### src/rtl/sar_adc_pkg.sv
package sar_adc_pkg;

  // ----------------------------------------------------------------
  // Bus and register map
  // ----------------------------------------------------------------
  localparam int          ADDR_W       = 8;
  localparam int          DATA_W       = 32;
  localparam logic [7:0]  OFS_CTRL     = 8'h00;
  localparam logic [7:0]  OFS_CHSEL    = 8'h04;
  localparam logic [7:0]  OFS_RES_HI   = 8'h08;
  localparam logic [7:0]  OFS_RES_LO   = 8'h0C;
  localparam logic [7:0]  OFS_INT_STAT = 8'h10;
  localparam logic [7:0]  OFS_INT_MASK = 8'h14;

  // ----------------------------------------------------------------
  // Field positions
  // ----------------------------------------------------------------
  localparam int CTRL_START_BIT   = 0;
  localparam int CTRL_DONE_BIT    = 1;
  localparam int CTRL_DIV_LSB     = 4;
  localparam int CHSEL_FORCE_BIT  = 1;
  localparam int CHSEL_REF_LSB    = 2;
  localparam int CHSEL_CH_LSB     = 4;
  localparam int RES_LO_LSB       = 4;
  localparam int INT_DONE_BIT     = 0;
  localparam int INT_CFG_BIT      = 1;
  localparam int INT_W            = 2;

  // ----------------------------------------------------------------
  // Reset values
  // ----------------------------------------------------------------
  localparam logic [1:0]       DIV_RST      = 2'h0;
  localparam logic [3:0]       CHAN_RST     = 4'hF;
  localparam logic [1:0]       REF_RST      = 2'h0;
  localparam logic [INT_W-1:0] INT_MASK_RST = 2'h0;

  // ----------------------------------------------------------------
  // Encodings
  // ----------------------------------------------------------------
  localparam logic [3:0] CH_BANDGAP  = 4'hB;
  localparam logic [1:0] REF_SUPPLY  = 2'h0;
  localparam logic [1:0] DIV_BY32    = 2'h0;
  localparam logic [1:0] DIV_BY16    = 2'h1;
  localparam logic [1:0] DIV_BY8     = 2'h2;

  // ----------------------------------------------------------------
  // Conversion timing, in converter clock cycles
  // ----------------------------------------------------------------
  localparam int RES_BITS       = 12;
  localparam int CONV_TICKS     = 50;
  localparam int TICKS_PER_BIT  = 2;
  localparam int SAMPLE_TICKS   = CONV_TICKS - TICKS_PER_BIT * RES_BITS;

  typedef enum logic [1:0] {
    ST_IDLE,
    ST_SAMPLE,
    ST_CONVERT
  } conv_state_t;

endpackage
### src/rtl/conv_clock_gen.sv
`timescale 1ns/1ps

module conv_clock_gen
  import sar_adc_pkg::*;
(
  // Clock and reset
  input  wire logic       pclk,
  input  wire logic       presetn,
  // Control
  input  wire logic [1:0] div_sel,
  input  wire logic       run,
  // Converter clock
  output logic            tick,
  output logic            conv_clk
);

  typedef struct packed {
    logic [4:0] cnt;
    logic       clk;
    logic       tick;
  } gen_state_t;

  gen_state_t s_r;
  gen_state_t s_nxt;

  // Last count of one converter clock period for each divider code
  function automatic logic [4:0] last_count(input logic [1:0] sel);
    case (sel)
      DIV_BY32: last_count = 5'h1F;
      DIV_BY16: last_count = 5'h0F;
      DIV_BY8:  last_count = 5'h07;
      default:  last_count = 5'h03;
    endcase
  endfunction

  // ----------------------------------------------------------------
  // Divider
  // ----------------------------------------------------------------
  always_comb begin
    s_nxt      = s_r;
    s_nxt.tick = 1'b0;
    if (!run) begin
      s_nxt.cnt = 5'h00;
      s_nxt.clk = 1'b0;
    end else if (s_r.cnt >= last_count(div_sel)) begin
      s_nxt.cnt  = 5'h00;
      s_nxt.clk  = 1'b1;
      s_nxt.tick = 1'b1;
    end else begin
      s_nxt.cnt = s_r.cnt + 5'h01;
      if (s_r.cnt == (last_count(div_sel) >> 1)) begin
        s_nxt.clk = 1'b0;
      end
    end
  end

  always_ff @(posedge pclk or negedge presetn) begin
    if (!presetn) begin
      s_r <= '0;
    end else begin
      s_r <= s_nxt;
    end
  end

  assign tick     = s_r.tick;
  assign conv_clk = s_r.clk;

endmodule

### src/rtl/sar_adc_ctrl.sv
`timescale 1ns/1ps

// Overview of operation
// - Twelve-bit successive-approximation conversion of one of fifteen inputs.
// - Writing one to start begins conversion; hardware clears start at the end.
// - End of conversion sets done flag; interrupt only when enabled.
// - Done flag clears on writing zero to it or one to start.
// - Reference selects supply or scaled bandgap through a reference field.
// - Inputs: external 0-9, external 12-14, bandgap, quarter supply.
// - Input select field drives the analog multiplexer directly.
// - Selecting the bandgap input turns the bandgap generator on.
// - Force-on bit keeps the bandgap generator enabled always.
// - Conversion takes 50 converter clocks, two per bit plus sampling.
// - Divider field gives system clock over 32, 16, 8 or 4.
// - Result loads as high byte 11:4 and low nibble 3:0 in upper bits.
// - Select codes: 0-9 inputs, B bandgap, C-E inputs 12-14, F quarter supply.
module sar_adc_ctrl
  import sar_adc_pkg::*;
(
  // Clock and reset
  input  wire logic              pclk,
  input  wire logic              presetn,
  // APB slave
  input  wire logic              psel,
  input  wire logic              penable,
  input  wire logic              pwrite,
  input  wire logic [ADDR_W-1:0] paddr,
  input  wire logic [DATA_W-1:0] pwdata,
  output logic      [DATA_W-1:0] prdata,
  output logic                   pready,
  output logic                   pslverr,
  // Interrupt
  output logic                   irq,
  // Analog core
  input  wire logic              comp_in,
  output logic      [3:0]        mux_select,
  output logic      [1:0]        ref_select,
  output logic                   bandgap_enable,
  output logic                   sample_hold,
  output logic      [11:0]       sar_code,
  output logic                   conv_clk
);

  // ----------------------------------------------------------------
  // State
  // ----------------------------------------------------------------
  typedef struct packed {
    conv_state_t             st;
    logic [5:0]              tick_cnt;
    logic [3:0]              bit_idx;
    logic [11:0]             sar;
    logic [11:0]             result;
    logic                    conversion_start_bit;
    logic                    conversion_done_flag;
    logic [1:0]              conv_clock_divider_select;
    logic [3:0]              input_channel_select;
    logic [1:0]              reference_select;
    logic                    bandgap_force_on;
    logic [INT_W-1:0]        int_stat;
    logic [INT_W-1:0]        int_mask;
    logic                    comp_s1;
    logic                    comp_s2;
    logic                    pready;
    logic                    pslverr;
    logic [DATA_W-1:0]       prdata;
    logic                    irq;
    logic                    bg_en;
    logic                    sh;
  } ctrl_state_t;

  ctrl_state_t s_r;
  ctrl_state_t s_nxt;

  logic tick;

  // ----------------------------------------------------------------
  // Converter clock
  // ----------------------------------------------------------------
  conv_clock_gen u_clk_gen (
    .pclk     (pclk),
    .presetn  (presetn),
    .div_sel  (s_r.conv_clock_divider_select),
    .run      (s_r.conversion_start_bit),
    .tick     (tick),
    .conv_clk (conv_clk)
  );

  // ----------------------------------------------------------------
  // Next state
  // ----------------------------------------------------------------
  logic        setup;
  logic        wr;
  logic [7:0]  addr;
  logic        mapped;
  logic [31:0] rd_word;
  logic [11:0] decided;
  logic        finish;

  always_comb begin
    s_nxt         = s_r;
    addr          = paddr;
    setup         = psel & ~penable;
    wr            = psel & penable & s_r.pready & pwrite;
    mapped        = 1'b0;
    rd_word       = 32'h0000_0000;
    decided       = s_r.sar;
    finish        = 1'b0;

    // Comparator synchroniser
    s_nxt.comp_s1 = comp_in;
    s_nxt.comp_s2 = s_r.comp_s1;

    // Read decode, captured in the setup phase
    case (addr)
      OFS_CTRL: begin
        mapped = 1'b1;
        rd_word[CTRL_START_BIT]                   = s_r.conversion_start_bit;
        rd_word[CTRL_DONE_BIT]                    = s_r.conversion_done_flag;
        rd_word[CTRL_DIV_LSB +: 2]                = s_r.conv_clock_divider_select;
      end
      OFS_CHSEL: begin
        mapped = 1'b1;
        rd_word[CHSEL_FORCE_BIT]                  = s_r.bandgap_force_on;
        rd_word[CHSEL_REF_LSB +: 2]               = s_r.reference_select;
        rd_word[CHSEL_CH_LSB +: 4]                = s_r.input_channel_select;
      end
      OFS_RES_HI: begin
        mapped = 1'b1;
        rd_word[7:0]                              = s_r.result[11:4];
      end
      OFS_RES_LO: begin
        mapped = 1'b1;
        rd_word[RES_LO_LSB +: 4]                  = s_r.result[3:0];
      end
      OFS_INT_STAT: begin
        mapped = 1'b1;
        rd_word[INT_W-1:0]                        = s_r.int_stat;
      end
      OFS_INT_MASK: begin
        mapped = 1'b1;
        rd_word[INT_W-1:0]                        = s_r.int_mask;
      end
      default: begin
        mapped = 1'b0;
      end
    endcase

    // APB answer: one wait-free access phase after each setup
    s_nxt.pready  = setup;
    s_nxt.pslverr = setup & ~mapped;
    if (setup) begin
      s_nxt.prdata = rd_word;
    end

    // ------------------------------------------------------------
    // Conversion sequencer (hardware effects first)
    // ------------------------------------------------------------
    case (s_r.st)
      ST_IDLE: begin
        if (s_r.conversion_start_bit) begin
          s_nxt.st       = ST_SAMPLE;
          s_nxt.tick_cnt = 6'h00;
          s_nxt.sar      = 12'h000;
        end
      end
      ST_SAMPLE: begin
        // sample-and-hold phase of the 50 clocks
        if (tick) begin
          if (s_r.tick_cnt == 6'(SAMPLE_TICKS - 1)) begin
            s_nxt.st       = ST_CONVERT;
            s_nxt.tick_cnt = 6'h00;
            s_nxt.bit_idx  = 4'(RES_BITS - 1);
            s_nxt.sar      = 12'h800;
          end else begin
            s_nxt.tick_cnt = s_r.tick_cnt + 6'h01;
          end
        end
      end
      ST_CONVERT: begin
        // one trial bit per two converter clocks
        if (tick) begin
          s_nxt.tick_cnt = s_r.tick_cnt + 6'h01;
          if (s_r.tick_cnt[0]) begin
            if (!s_r.comp_s2) begin
              decided[s_r.bit_idx] = 1'b0;
            end
            if (s_r.bit_idx == 4'h0) begin
              finish = 1'b1;
            end else begin
              decided[s_r.bit_idx - 4'h1] = 1'b1;
              s_nxt.bit_idx               = s_r.bit_idx - 4'h1;
            end
            s_nxt.sar = decided;
          end
        end
      end
      default: begin
        s_nxt.st = ST_IDLE;
      end
    endcase

    if (finish) begin
      s_nxt.st                   = ST_IDLE;
      s_nxt.result               = decided;
      s_nxt.conversion_start_bit = 1'b0;
    end

    // A cleared start bit aborts a running conversion
    if (!s_r.conversion_start_bit && s_r.st != ST_IDLE) begin
      s_nxt.st = ST_IDLE;
    end

    // ------------------------------------------------------------
    // Register writes, taken in the access phase
    // ------------------------------------------------------------
    if (wr) begin
      case (addr)
        OFS_CTRL: begin
          s_nxt.conversion_start_bit      = pwdata[CTRL_START_BIT];
          s_nxt.conv_clock_divider_select = pwdata[CTRL_DIV_LSB +: 2];
          // zero to flag or one to start clears
          if (!pwdata[CTRL_DONE_BIT] || pwdata[CTRL_START_BIT]) begin
            s_nxt.conversion_done_flag = 1'b0;
          end
        end
        OFS_CHSEL: begin
          s_nxt.reference_select     = pwdata[CHSEL_REF_LSB +: 2];
          s_nxt.bandgap_force_on     = pwdata[CHSEL_FORCE_BIT];
          s_nxt.input_channel_select = pwdata[CHSEL_CH_LSB +: 4];
        end
        OFS_INT_STAT: begin
          s_nxt.int_stat = s_nxt.int_stat & ~pwdata[INT_W-1:0];
        end
        OFS_INT_MASK: begin
          s_nxt.int_mask = pwdata[INT_W-1:0];
        end
        default: begin
          s_nxt.int_mask = s_nxt.int_mask;
        end
      endcase
    end

    // Hardware sets win over software clears
    if (finish) begin
      s_nxt.conversion_done_flag   = 1'b1;
      s_nxt.int_stat[INT_DONE_BIT] = 1'b1;
    end
    // flag bandgap input with wrong reference
    if (s_r.st == ST_IDLE && s_r.conversion_start_bit &&
        s_r.input_channel_select == CH_BANDGAP && s_r.reference_select != REF_SUPPLY) begin
      s_nxt.int_stat[INT_CFG_BIT] = 1'b1;
    end

    // ------------------------------------------------------------
    // Registered outputs
    // ------------------------------------------------------------
    // interrupt only when enabled
    s_nxt.irq   = |(s_nxt.int_stat & s_nxt.int_mask);
    s_nxt.bg_en = s_nxt.bandgap_force_on | (s_nxt.input_channel_select == CH_BANDGAP);
    s_nxt.sh    = (s_nxt.st == ST_SAMPLE);
  end

  // ----------------------------------------------------------------
  // Registers
  // ----------------------------------------------------------------
  always_ff @(posedge pclk or negedge presetn) begin
    if (!presetn) begin
      s_r                           <= '0;
      s_r.st                        <= ST_IDLE;
      s_r.conv_clock_divider_select <= DIV_RST;
      s_r.input_channel_select      <= CHAN_RST;
      s_r.reference_select          <= REF_RST;
      s_r.int_mask                  <= INT_MASK_RST;
    end else begin
      s_r <= s_nxt;
    end
  end

  // ----------------------------------------------------------------
  // Outputs
  // ----------------------------------------------------------------
  assign prdata         = s_r.prdata;
  assign pready         = s_r.pready;
  assign pslverr        = s_r.pslverr;
  assign irq            = s_r.irq;
  assign mux_select     = s_r.input_channel_select;
  assign ref_select     = s_r.reference_select;
  assign bandgap_enable = s_r.bg_en;
  assign sample_hold    = s_r.sh;
  assign sar_code       = s_r.sar;

endmodule

### config.mk
export PLATFORM = sky130hd
export DESIGN_NAME = sar_adc_ctrl
export DESIGN_NICKNAME = d
export VERILOG_FILES = /design/src/rtl/sar_adc_pkg.sv /design/src/rtl/conv_clock_gen.sv /design/src/rtl/sar_adc_ctrl.sv
export SDC_FILE = /design/constraint.sdc
export NUM_CORES = 1
export LEC_CHECK = 0
export BUFFER_PORTS_ARGS = -buffer_cell sky130_fd_sc_hd__buf_4
export CORE_AREA = 2 2 93 95
export CTS_BUF_LIST = sky130_fd_sc_hd__clkbuf_4 sky130_fd_sc_hd__clkbuf_8 sky130_fd_sc_hd__clkbuf_16
export DETAILED_ROUTE_END_ITERATION = 8
export DIE_AREA = 0 0 95 97
export PLACE_DENSITY_LB_ADDON = 0.2
export SLEW_MARGIN = 40
export SYNTH_ARGS = -nofsm -noshare
export SYNTH_HDL_FRONTEND = slang
export SYNTH_SLANG_ARGS = --single-unit
### constraint.sdc
create_clock -name pclk -period 6.25 [get_ports pclk]
set_input_delay 0 -clock pclk [delete_from_list [all_inputs] [get_ports pclk]]
set_output_delay 0 -clock pclk [all_outputs]
set_load 0.05 [all_outputs]
==> flow_metrics.env, run 1 <==
export IMPL_htree_num_levels=3
export IMPL_vdd_drop_max_v=0.000136
export IMPL_rsz0062_at_grt="false"
export IMPL_ys_warn_count=0
export IMPL_ys_flop_type="dfrtp_1"
export IMPL_p_leak_nw=2.20
export IMPL_avgSynthCellArea_um2=9.93
export IMPL_setup_violations=0
export IMPL_die_w_um=95
export IMPL_tightestPinTransition_ns=0.744
export IMPL_fin_ws_ns=3.75
export IMPL_yosysTopAreaCellShare_pct=39.6
export IMPL_internal_power_uw=744
export IMPL_critPathMaxFanout=12
export IMPL_yosys_top_cells_count="dfrtp_1 (69), buf_4 (51), nand2_1 (33)"
export IMPL_cts_tree="yes"
export IMPL_r2r_start="s_r[88]$_DFF_PN0_"
export IMPL_drt_iter0_markers=192
export IMPL_synthToLayoutAreaGrowth_pct=11.2
export IMPL_ant_nets=0
export IMPL_worst_ep_arrival_time_ns=2.73
export IMPL_holdWs_ns=0.0279
export IMPL_p_sw_uw=271
export IMPL_core_area_um2=8130
export IMPL_vias=3306
export IMPL_synth_cell_types=67
export IMPL_ioPinCount=102
export IMPL_antenna_found_initial=0
export IMPL_skew_ns=0.00864
export IMPL_fillers=716
export IMPL_seq_power_share_pct=47.2
export IMPL_avgViaCountPerCell=5.71
export IMPL_fin_crit_sh_pct=40.0
export IMPL_post_route_drc_count=0
export IMPL_io_buffer_count=53
export IMPL_synth_area_leader_cell="dfrtp_1"
export IMPL_diodes=0
export IMPL_post_cts_setup_buffers=0
export IMPL_die_area_um2=9220
export IMPL_cts_clk_slew_worst_paths_ns=0.08
export IMPL_track_usage_pct=21.5
export IMPL_cts_buffers=9
export IMPL_syn_area_um2=4360
export IMPL_finalHoldViolations=0
export IMPL_rows=33
export IMPL_drive_gt1_share_pct=22.6
export IMPL_netSwitchingFraction_pct=26.7
export IMPL_grt_pass1_vias=3197
export IMPL_ctsLongestPathBuffers=2
export IMPL_combPwrFrac_pct=10.9
export IMPL_finalWirelength_um=9600
export IMPL_insertion_delay_ns=0.34
export IMPL_yosysMostFrequentCell="dfrtp_1"
export IMPL_hold_start="paddr[1]"
export IMPL_wl_per_cell_um=16.6
export IMPL_synth_edf_count=0
export IMPL_yosys_register_bits=73
export IMPL_ys_seq_area_share_pct=42.0
export IMPL_start_util_pct=53.6
export IMPL_die_y_um=97
export IMPL_hold_class="in -> reg"
export IMPL_max_freq_ghz=0.400
export IMPL_slew_violations=0
export IMPL_p_clk_share_pct=41.9
export IMPL_grt_overflow=0
export IMPL_worstSetupPathType="reg -> reg"
export IMPL_layout_nets=529
export IMPL_synthArstFlopShare_pct=100
export IMPL_status="completed"
export IMPL_cap_violations=0
export IMPL_cts_sinks=73
export IMPL_dp_hpwl_um=6590
export IMPL_relSlewSlack_pct=50.0
export IMPL_grt_pass1_wl_um=15600
export IMPL_final_util_pct=59.6
export IMPL_finalCriticalPeriod_ns=2.50
export IMPL_grt_max_degree=74
export IMPL_critPathRequiredTime_ns=6.48
export IMPL_gp_congestion=0.875
export IMPL_clockRootBuffer="clkbuf_8"
export IMPL_synth_area_leaders="dfrtp_1 (40%), buf_4 (8.8%), mux2_2 (4.6%)"
export IMPL_start_kind="register"
export IMPL_syn_inst=439
export IMPL_register_area_um2=1830
export IMPL_setup_tns_ns=0
export IMPL_crit_start="s_r[88]$_DFF_PN0_"
export IMPL_drt_first_pass_iters=4
export IMPL_powerDensity_nw_per_um2=209
export IMPL_end_kind="register"
export IMPL_multi_input_area_um2=2050
export IMPL_pre_cts_ws_ns=3.78
## final cells by class
class,instances,share of cell area (%)
multi-input cells,299,42.2
flip-flops and latches,73,37.8
repair buffers,67,11.1
clock buffers,10,2.84
well taps,105,2.71
clock inverters,6,1.88
inverters,19,1.47
## registers in the layout, summed over array words and instances (netlist names)
name,cells
bandgap_enable,1
irq,1
mux_select,4
prdata,8
pready,1
pslverr,1
ref_select,2
s_nxt,1
s_r,34
sample_hold,1
sar_code,12
u_clk_gen.conv_clk,1
u_clk_gen.s_r,5
u_clk_gen.tick,1
## per-stage QoR
stage / total power [mW] / area (µm²) / instances
after floorplan: 0.574 / 4450 / 462
after global placement: 0.591 / 4480 / 550
after detailed placement: 0.592 / 4480 / 550
after CTS: 1.02 / 4840 / 579
after global routing: 1.05 / 4850 / 579
final: 1.01 / 4850 / 579
## worst max-delay path: stages (launching register included)
cell     delay (ns)
dfrtp_1        0.41
inv_1          0.08
ha_1           0.34
o21ba_1        0.25
or4b_1         0.65
or2_4          0.37
mux2_2         0.29
## placed cells by master (no fill, tap or decap), types with 4 or more instances in the layout
master	count
a21o_1	4
a21oi_1	11
a22o_1	4
a22oi_1	7
a31oi_1	10
a32o_1	7
and2_1	5
buf_4	53
clkbuf_8	10
conb_1	24
dfrtp_1	69
dfstp_2	4
dlygate4sd3_1	13
ha_1	14
inv_1	19
mux2_2	18
nand2_1	33
nand3_1	12
nand4_1	7
nor2_1	20
nor2b_1	6
nor3_1	6
o21ai_0	27
o2bb2ai_1	7
o31ai_1	14
or3_1	4
## final timing paths
kind | end | slack [ns] | depth (start not counted)
max | sar_code[7]$_DFFE_PN0P_ | 3.75 | 6
min | prdata[3]$_DFFE_PN0P_ | 0.03 | 4
max reg2reg | sar_code[7]$_DFFE_PN0P_ | 3.75 | 6
min reg2reg | s_r[37]$_DFF_PN0_ | 0.36 | 0
max in group asynchronous | sar_code[5]$_DFFE_PN0P_ | 5.55 | 2
min in group asynchronous | u_clk_gen.s_r[5]$_DFF_PN0_ | 0.22 | 2
## cells by family (layout without fill, tap and decap cells)
logic type / after synthesis / count (layout) / share of synthesized area, %
and+or+nand+nor: 122 / 122 / 15.4
AOI/OAI and AO/OA: 112 / 112 / 18.1
buffers and inverters: 90 / 102 / 13.1
DFF: 73 / 73 / 42.0
muxes: 23 / 23 / 6.37
adders and majority gates: 14 / 14 / 4.02
xor gates and xnor gates: 4 / 4 / 0.804
other: 1 / 24 / 0.0860
## routing by layer
metal / share of wire (%) / wire length [µm] / vias up / GRT usage, %
met1: 45 / 4350 / 1603 / 29.5
met3: 5.2 / 499 / 10 / 3.43
li1: - / - / 1579 / -
met5: 0 / 0 / - / 0
met2: 48 / 4600 / 114 / 33.9
met4: 1.5 / 145 / 0 / 8.70
## power groups by stage
stage	Sequential (mW)	Clock [mW]	Combinational (mW)
floorplan	0.492	0	0.0813
global placement	0.488	0	0.103
detailed placement	0.488	0	0.104
CTS	0.479	0.435	0.111
global route	0.479	0.452	0.120
finish	0.479	0.425	0.111
## timing repair
item / CTS / global route
resized for setup: 0 / 0
hold buffers: 13 / 0
endpoints found under the hold margin: 85 / 0
No activity file was read; power rests on OpenSTA's default activity.
==> run 2: changes to the inputs <==
--- a/config.mk
+++ b/config.mk
@@ -5,11 +5,12 @@
 export SDC_FILE = /design/constraint.sdc
 export NUM_CORES = 1
 export LEC_CHECK = 0
+export ABC_AREA = 1
 export BUFFER_PORTS_ARGS = -buffer_cell sky130_fd_sc_hd__buf_4
-export CORE_AREA = 2 2 93 95
+export CORE_AREA = 2 2 97 99
 export CTS_BUF_LIST = sky130_fd_sc_hd__clkbuf_4 sky130_fd_sc_hd__clkbuf_8 sky130_fd_sc_hd__clkbuf_16
 export DETAILED_ROUTE_END_ITERATION = 8
-export DIE_AREA = 0 0 95 97
+export DIE_AREA = 0 0 99 101
 export PLACE_DENSITY_LB_ADDON = 0.2
 export SLEW_MARGIN = 40
 export SYNTH_ARGS = -nofsm -noshare
==> constraint.sdc (replaced) <==
create_clock -name pclk -period 2.1 [get_ports pclk]
set_input_delay 0 -clock pclk [delete_from_list [all_inputs] [get_ports pclk]]
set_output_delay 0 -clock pclk [all_outputs]
set_load 0.05 [all_outputs]
==> run 2 against run 1 <==
Compared with the run above: combinational power rose to 3.0 times the previous value; sequential share of layout area stayed put; synthesized cell count grew 25%; highest routed layer unchanged; count of clock-buffer cells in the layout unchanged; sequential power rose to 3.0 times the previous value; via count increased by 9.8%; critical endpoint is now sar_code[10]$_DFFE_PN0P_; die area is 8.5% higher.
==> flow_metrics.env, run 2 <==
export IMPL_reg2regPathDepth=9
export IMPL_fillers=840
export IMPL_antenna_found_initial=0
export IMPL_die_area_um2=10000
export IMPL_layout_nets=656
export IMPL_finalCriticalPeriod_ns=1.91
export IMPL_cpPeakStageDelay_ns=0.42
export IMPL_wl_per_cell_um=13.8
export IMPL_fin_crit_sh_pct=90.9
export IMPL_synth_edf_count=0
export IMPL_worstSetupPathType="reg -> reg"
export IMPL_worst_ep_arrival_time_ns=2.20
export IMPL_yosysMostFrequentCell="nand2_1"
export IMPL_max_freq_ghz=0.524
export IMPL_yosys_top_cells_count="nand2_1 (147), dfrtp_1 (69), inv_1 (59)"
export IMPL_drive_gt1_share_pct=15.0
export IMPL_finalHoldViolations=0
export IMPL_die_w_um=99
export IMPL_relSlewSlack_pct=54.0
export IMPL_cap_violations=0
export IMPL_cp_common_cell="nor2_1"
export IMPL_dp_hpwl_um=6950
export IMPL_htree_num_levels=3
export IMPL_clockRootBuffer="clkbuf_8"
export IMPL_ctsLongestPathBuffers=2
export IMPL_start_kind="register"
export IMPL_post_cts_setup_buffers=0
export IMPL_insertion_delay_ns=0.35
export IMPL_r2r_slack_ns=0.19
export IMPL_ant_nets=0
export IMPL_layout_commonest_cell="nand2_1"
export IMPL_design_area_um2=4850
export IMPL_hold_path_endpoint="pready$_DFF_PN0_"
export IMPL_reg2reg_to="sar_code[10]$_DFFE_PN0P_"
export IMPL_ys_flop_type="dfrtp_1"
export IMPL_yosys_register_bits=73
export IMPL_slew_violations=0
export IMPL_cts_clk_slew_worst_paths_ns=0.08
export IMPL_grt_pass1_vias=3481
export IMPL_syn_inst=549
export IMPL_largest_reg_flops=34
export IMPL_cts_tree="yes"
export IMPL_post_route_drc_count=0
export IMPL_end_kind="register"
export IMPL_synthToLayoutAreaGrowth_pct=13.9
export IMPL_rows=35
export IMPL_avgSynthCellArea_um2=7.75
export IMPL_critPathRequiredTime_ns=2.39
export IMPL_status="completed"
export IMPL_cts_sinks=73
export IMPL_ys_seq_area_share_pct=43.0
export IMPL_cp_top_family="simple AND/OR/NAND/NOR gates"
export IMPL_die_y_um=101
export IMPL_diodes=0
export IMPL_hold_class="in -> reg"
export IMPL_cp_num_buf_inv=1
export IMPL_grt_overflow=0
export IMPL_setup_violations=0
export IMPL_finalWirelength_um=9820
export IMPL_skew_ns=0.0119
export IMPL_largest_register="s_r"
export IMPL_p_leak_nw=2.57
export IMPL_grt_max_degree=74
export IMPL_avgViaCountPerCell=5.10
export IMPL_hold_start="psel"
export IMPL_drt_iter0_markers=187
export IMPL_tightestPinTransition_ns=0.687
export IMPL_grt_pass1_wl_um=16400
export IMPL_holdWs_ns=0.0435
export IMPL_powerDensity_nw_per_um2=618
export IMPL_r2r_start="s_r[89]$_DFF_PN0_"
export IMPL_ioPinCount=102
export IMPL_synthArstFlopShare_pct=100
export IMPL_yosysTopAreaCellShare_pct=40.6
export IMPL_critPathMaxFanout=14
export IMPL_rsz0062_at_grt="false"
export IMPL_setup_tns_ns=0
export IMPL_core_area_um2=8980
export IMPL_synth_cell_types=34
export IMPL_drt_first_pass_iters=5
export IMPL_synth_area_leader_cell="dfrtp_1"
export IMPL_synth_area_leaders="dfrtp_1 (41%), nand2_1 (13%), buf_4 (9.0%)"
export IMPL_vdd_drop_max_v=0.000313
export IMPL_cts_buffers=9
export IMPL_crit_slowest_cell="dfrtp_1"
export IMPL_track_usage_pct=20.3
export IMPL_vias=3630
export IMPL_ys_warn_count=0
export IMPL_io_buffer_count=53
export IMPL_worstPathCellList="inv_1 -> ha_1 -> nor2_1 -> nor2_1 -> nor2_8 -> nand3_4 -> nor2_4 -> nand3_1 -> nand2_1"
export IMPL_start_util_pct=47.4
export IMPL_postPlaceCellArea_um2=4500
export IMPL_final_cell_mix="nand2_1 (147), dfrtp_1 (69), inv_1 (59), buf_4 (56), nand3_1 (54)"
export IMPL_gp_congestion=0.935
export IMPL_whs_path_depth=3
export IMPL_syn_area_um2=4260
==> run 2: how the worst max path moves through the flow <==
stage	start	to	depth (start not counted)
2_1_floorplan	s_r[88]$_DFF_PN0_	sar_code[10]$_DFFE_PN0P_	9
3_3_place_gp	s_r[88]$_DFF_PN0_	sar_code[3]$_DFFE_PN0P_	9
6_report	s_r[89]$_DFF_PN0_	sar_code[10]$_DFFE_PN0P_	9
3_5_place_dp	s_r[88]$_DFF_PN0_	sar_code[6]$_DFFE_PN0P_	9
5_1_grt	s_r[89]$_DFF_PN0_	sar_code[7]$_DFFE_PN0P_	9
4_1_cts	s_r[88]$_DFF_PN0_	sar_code[7]$_DFFE_PN0P_	9
==> run 2: worst reg2reg max path, cell delays in order (launching register included) <==
cell and delay [ns]:
dfrtp_1 0.42, inv_1 0.10, ha_1 0.23, nor2_1 0.14, nor2_1 0.11, nor2_8 0.16
nand3_4 0.23, nor2_4 0.26, nand3_1 0.11, nand2_1 0.09
==> run 2: through the flow <==
step / instances / util, % / power, mW / setup slack [ns]
after floorplan: 572 / - / 1.70 / 0.430
after global routing: 712 / 54.0 / 3.12 / 0.0325
after CTS: 711 / 53.9 / 3.03 / 0.156
after detailed placement: 684 / 50.2 / 1.76 / 0.176
after global placement: 684 / 50.1 / 1.76 / 0.193
final: 712 / 54.0 / 3.00 / 0.191
==> run 2: logic make-up after synthesis <==
group                    synth area share (%)
AND/OR/NAND/NOR                          27.4
buffers and inverters                    15.1
flip-flops                               43.0
AO/OA/AOI/OAI                            8.17
adder cells (fa/ha/maj)                  4.12
XOR/XNOR                                 2.06
other                                  0.0881
==> run 2: cell type report <==
type / instances / area, µm² / share of cell area, %
multi-input cells: 382 / 1880 / 38.8
flip-flops and latches: 73 / 1830 / 37.8
repair buffers: 68 / 542 / 11.2
inverters: 62 / 233 / 4.80
well taps: 111 / 139 / 2.86
clock buffers: 10 / 131 / 2.71
clock inverters: 6 / 90.1 / 1.86
==> run 2: power by group <==
group          internal [mW]  switching, mW
clock                  0.689          0.555
sequential              1.42        0.00650
combinational         0.0804          0.249
==> run 2: per-layer routing <==
layer,vias to the layer above,GRT usage (%),part of all wire [%]
met1,1686,26.6,45
met2,138,32.6,46
met3,15,4.02,6.3
met4,0,9.59,2.1
li1,1791,-,-
met5,-,0,0
==> run 2: repair_timing <==
action                                 4_1_cts  5_1_grt
endpoints found under the hold margin       84        0
resized for setup                            0        2
setup endpoints to repair                    0        9
hold buffers                                11        0
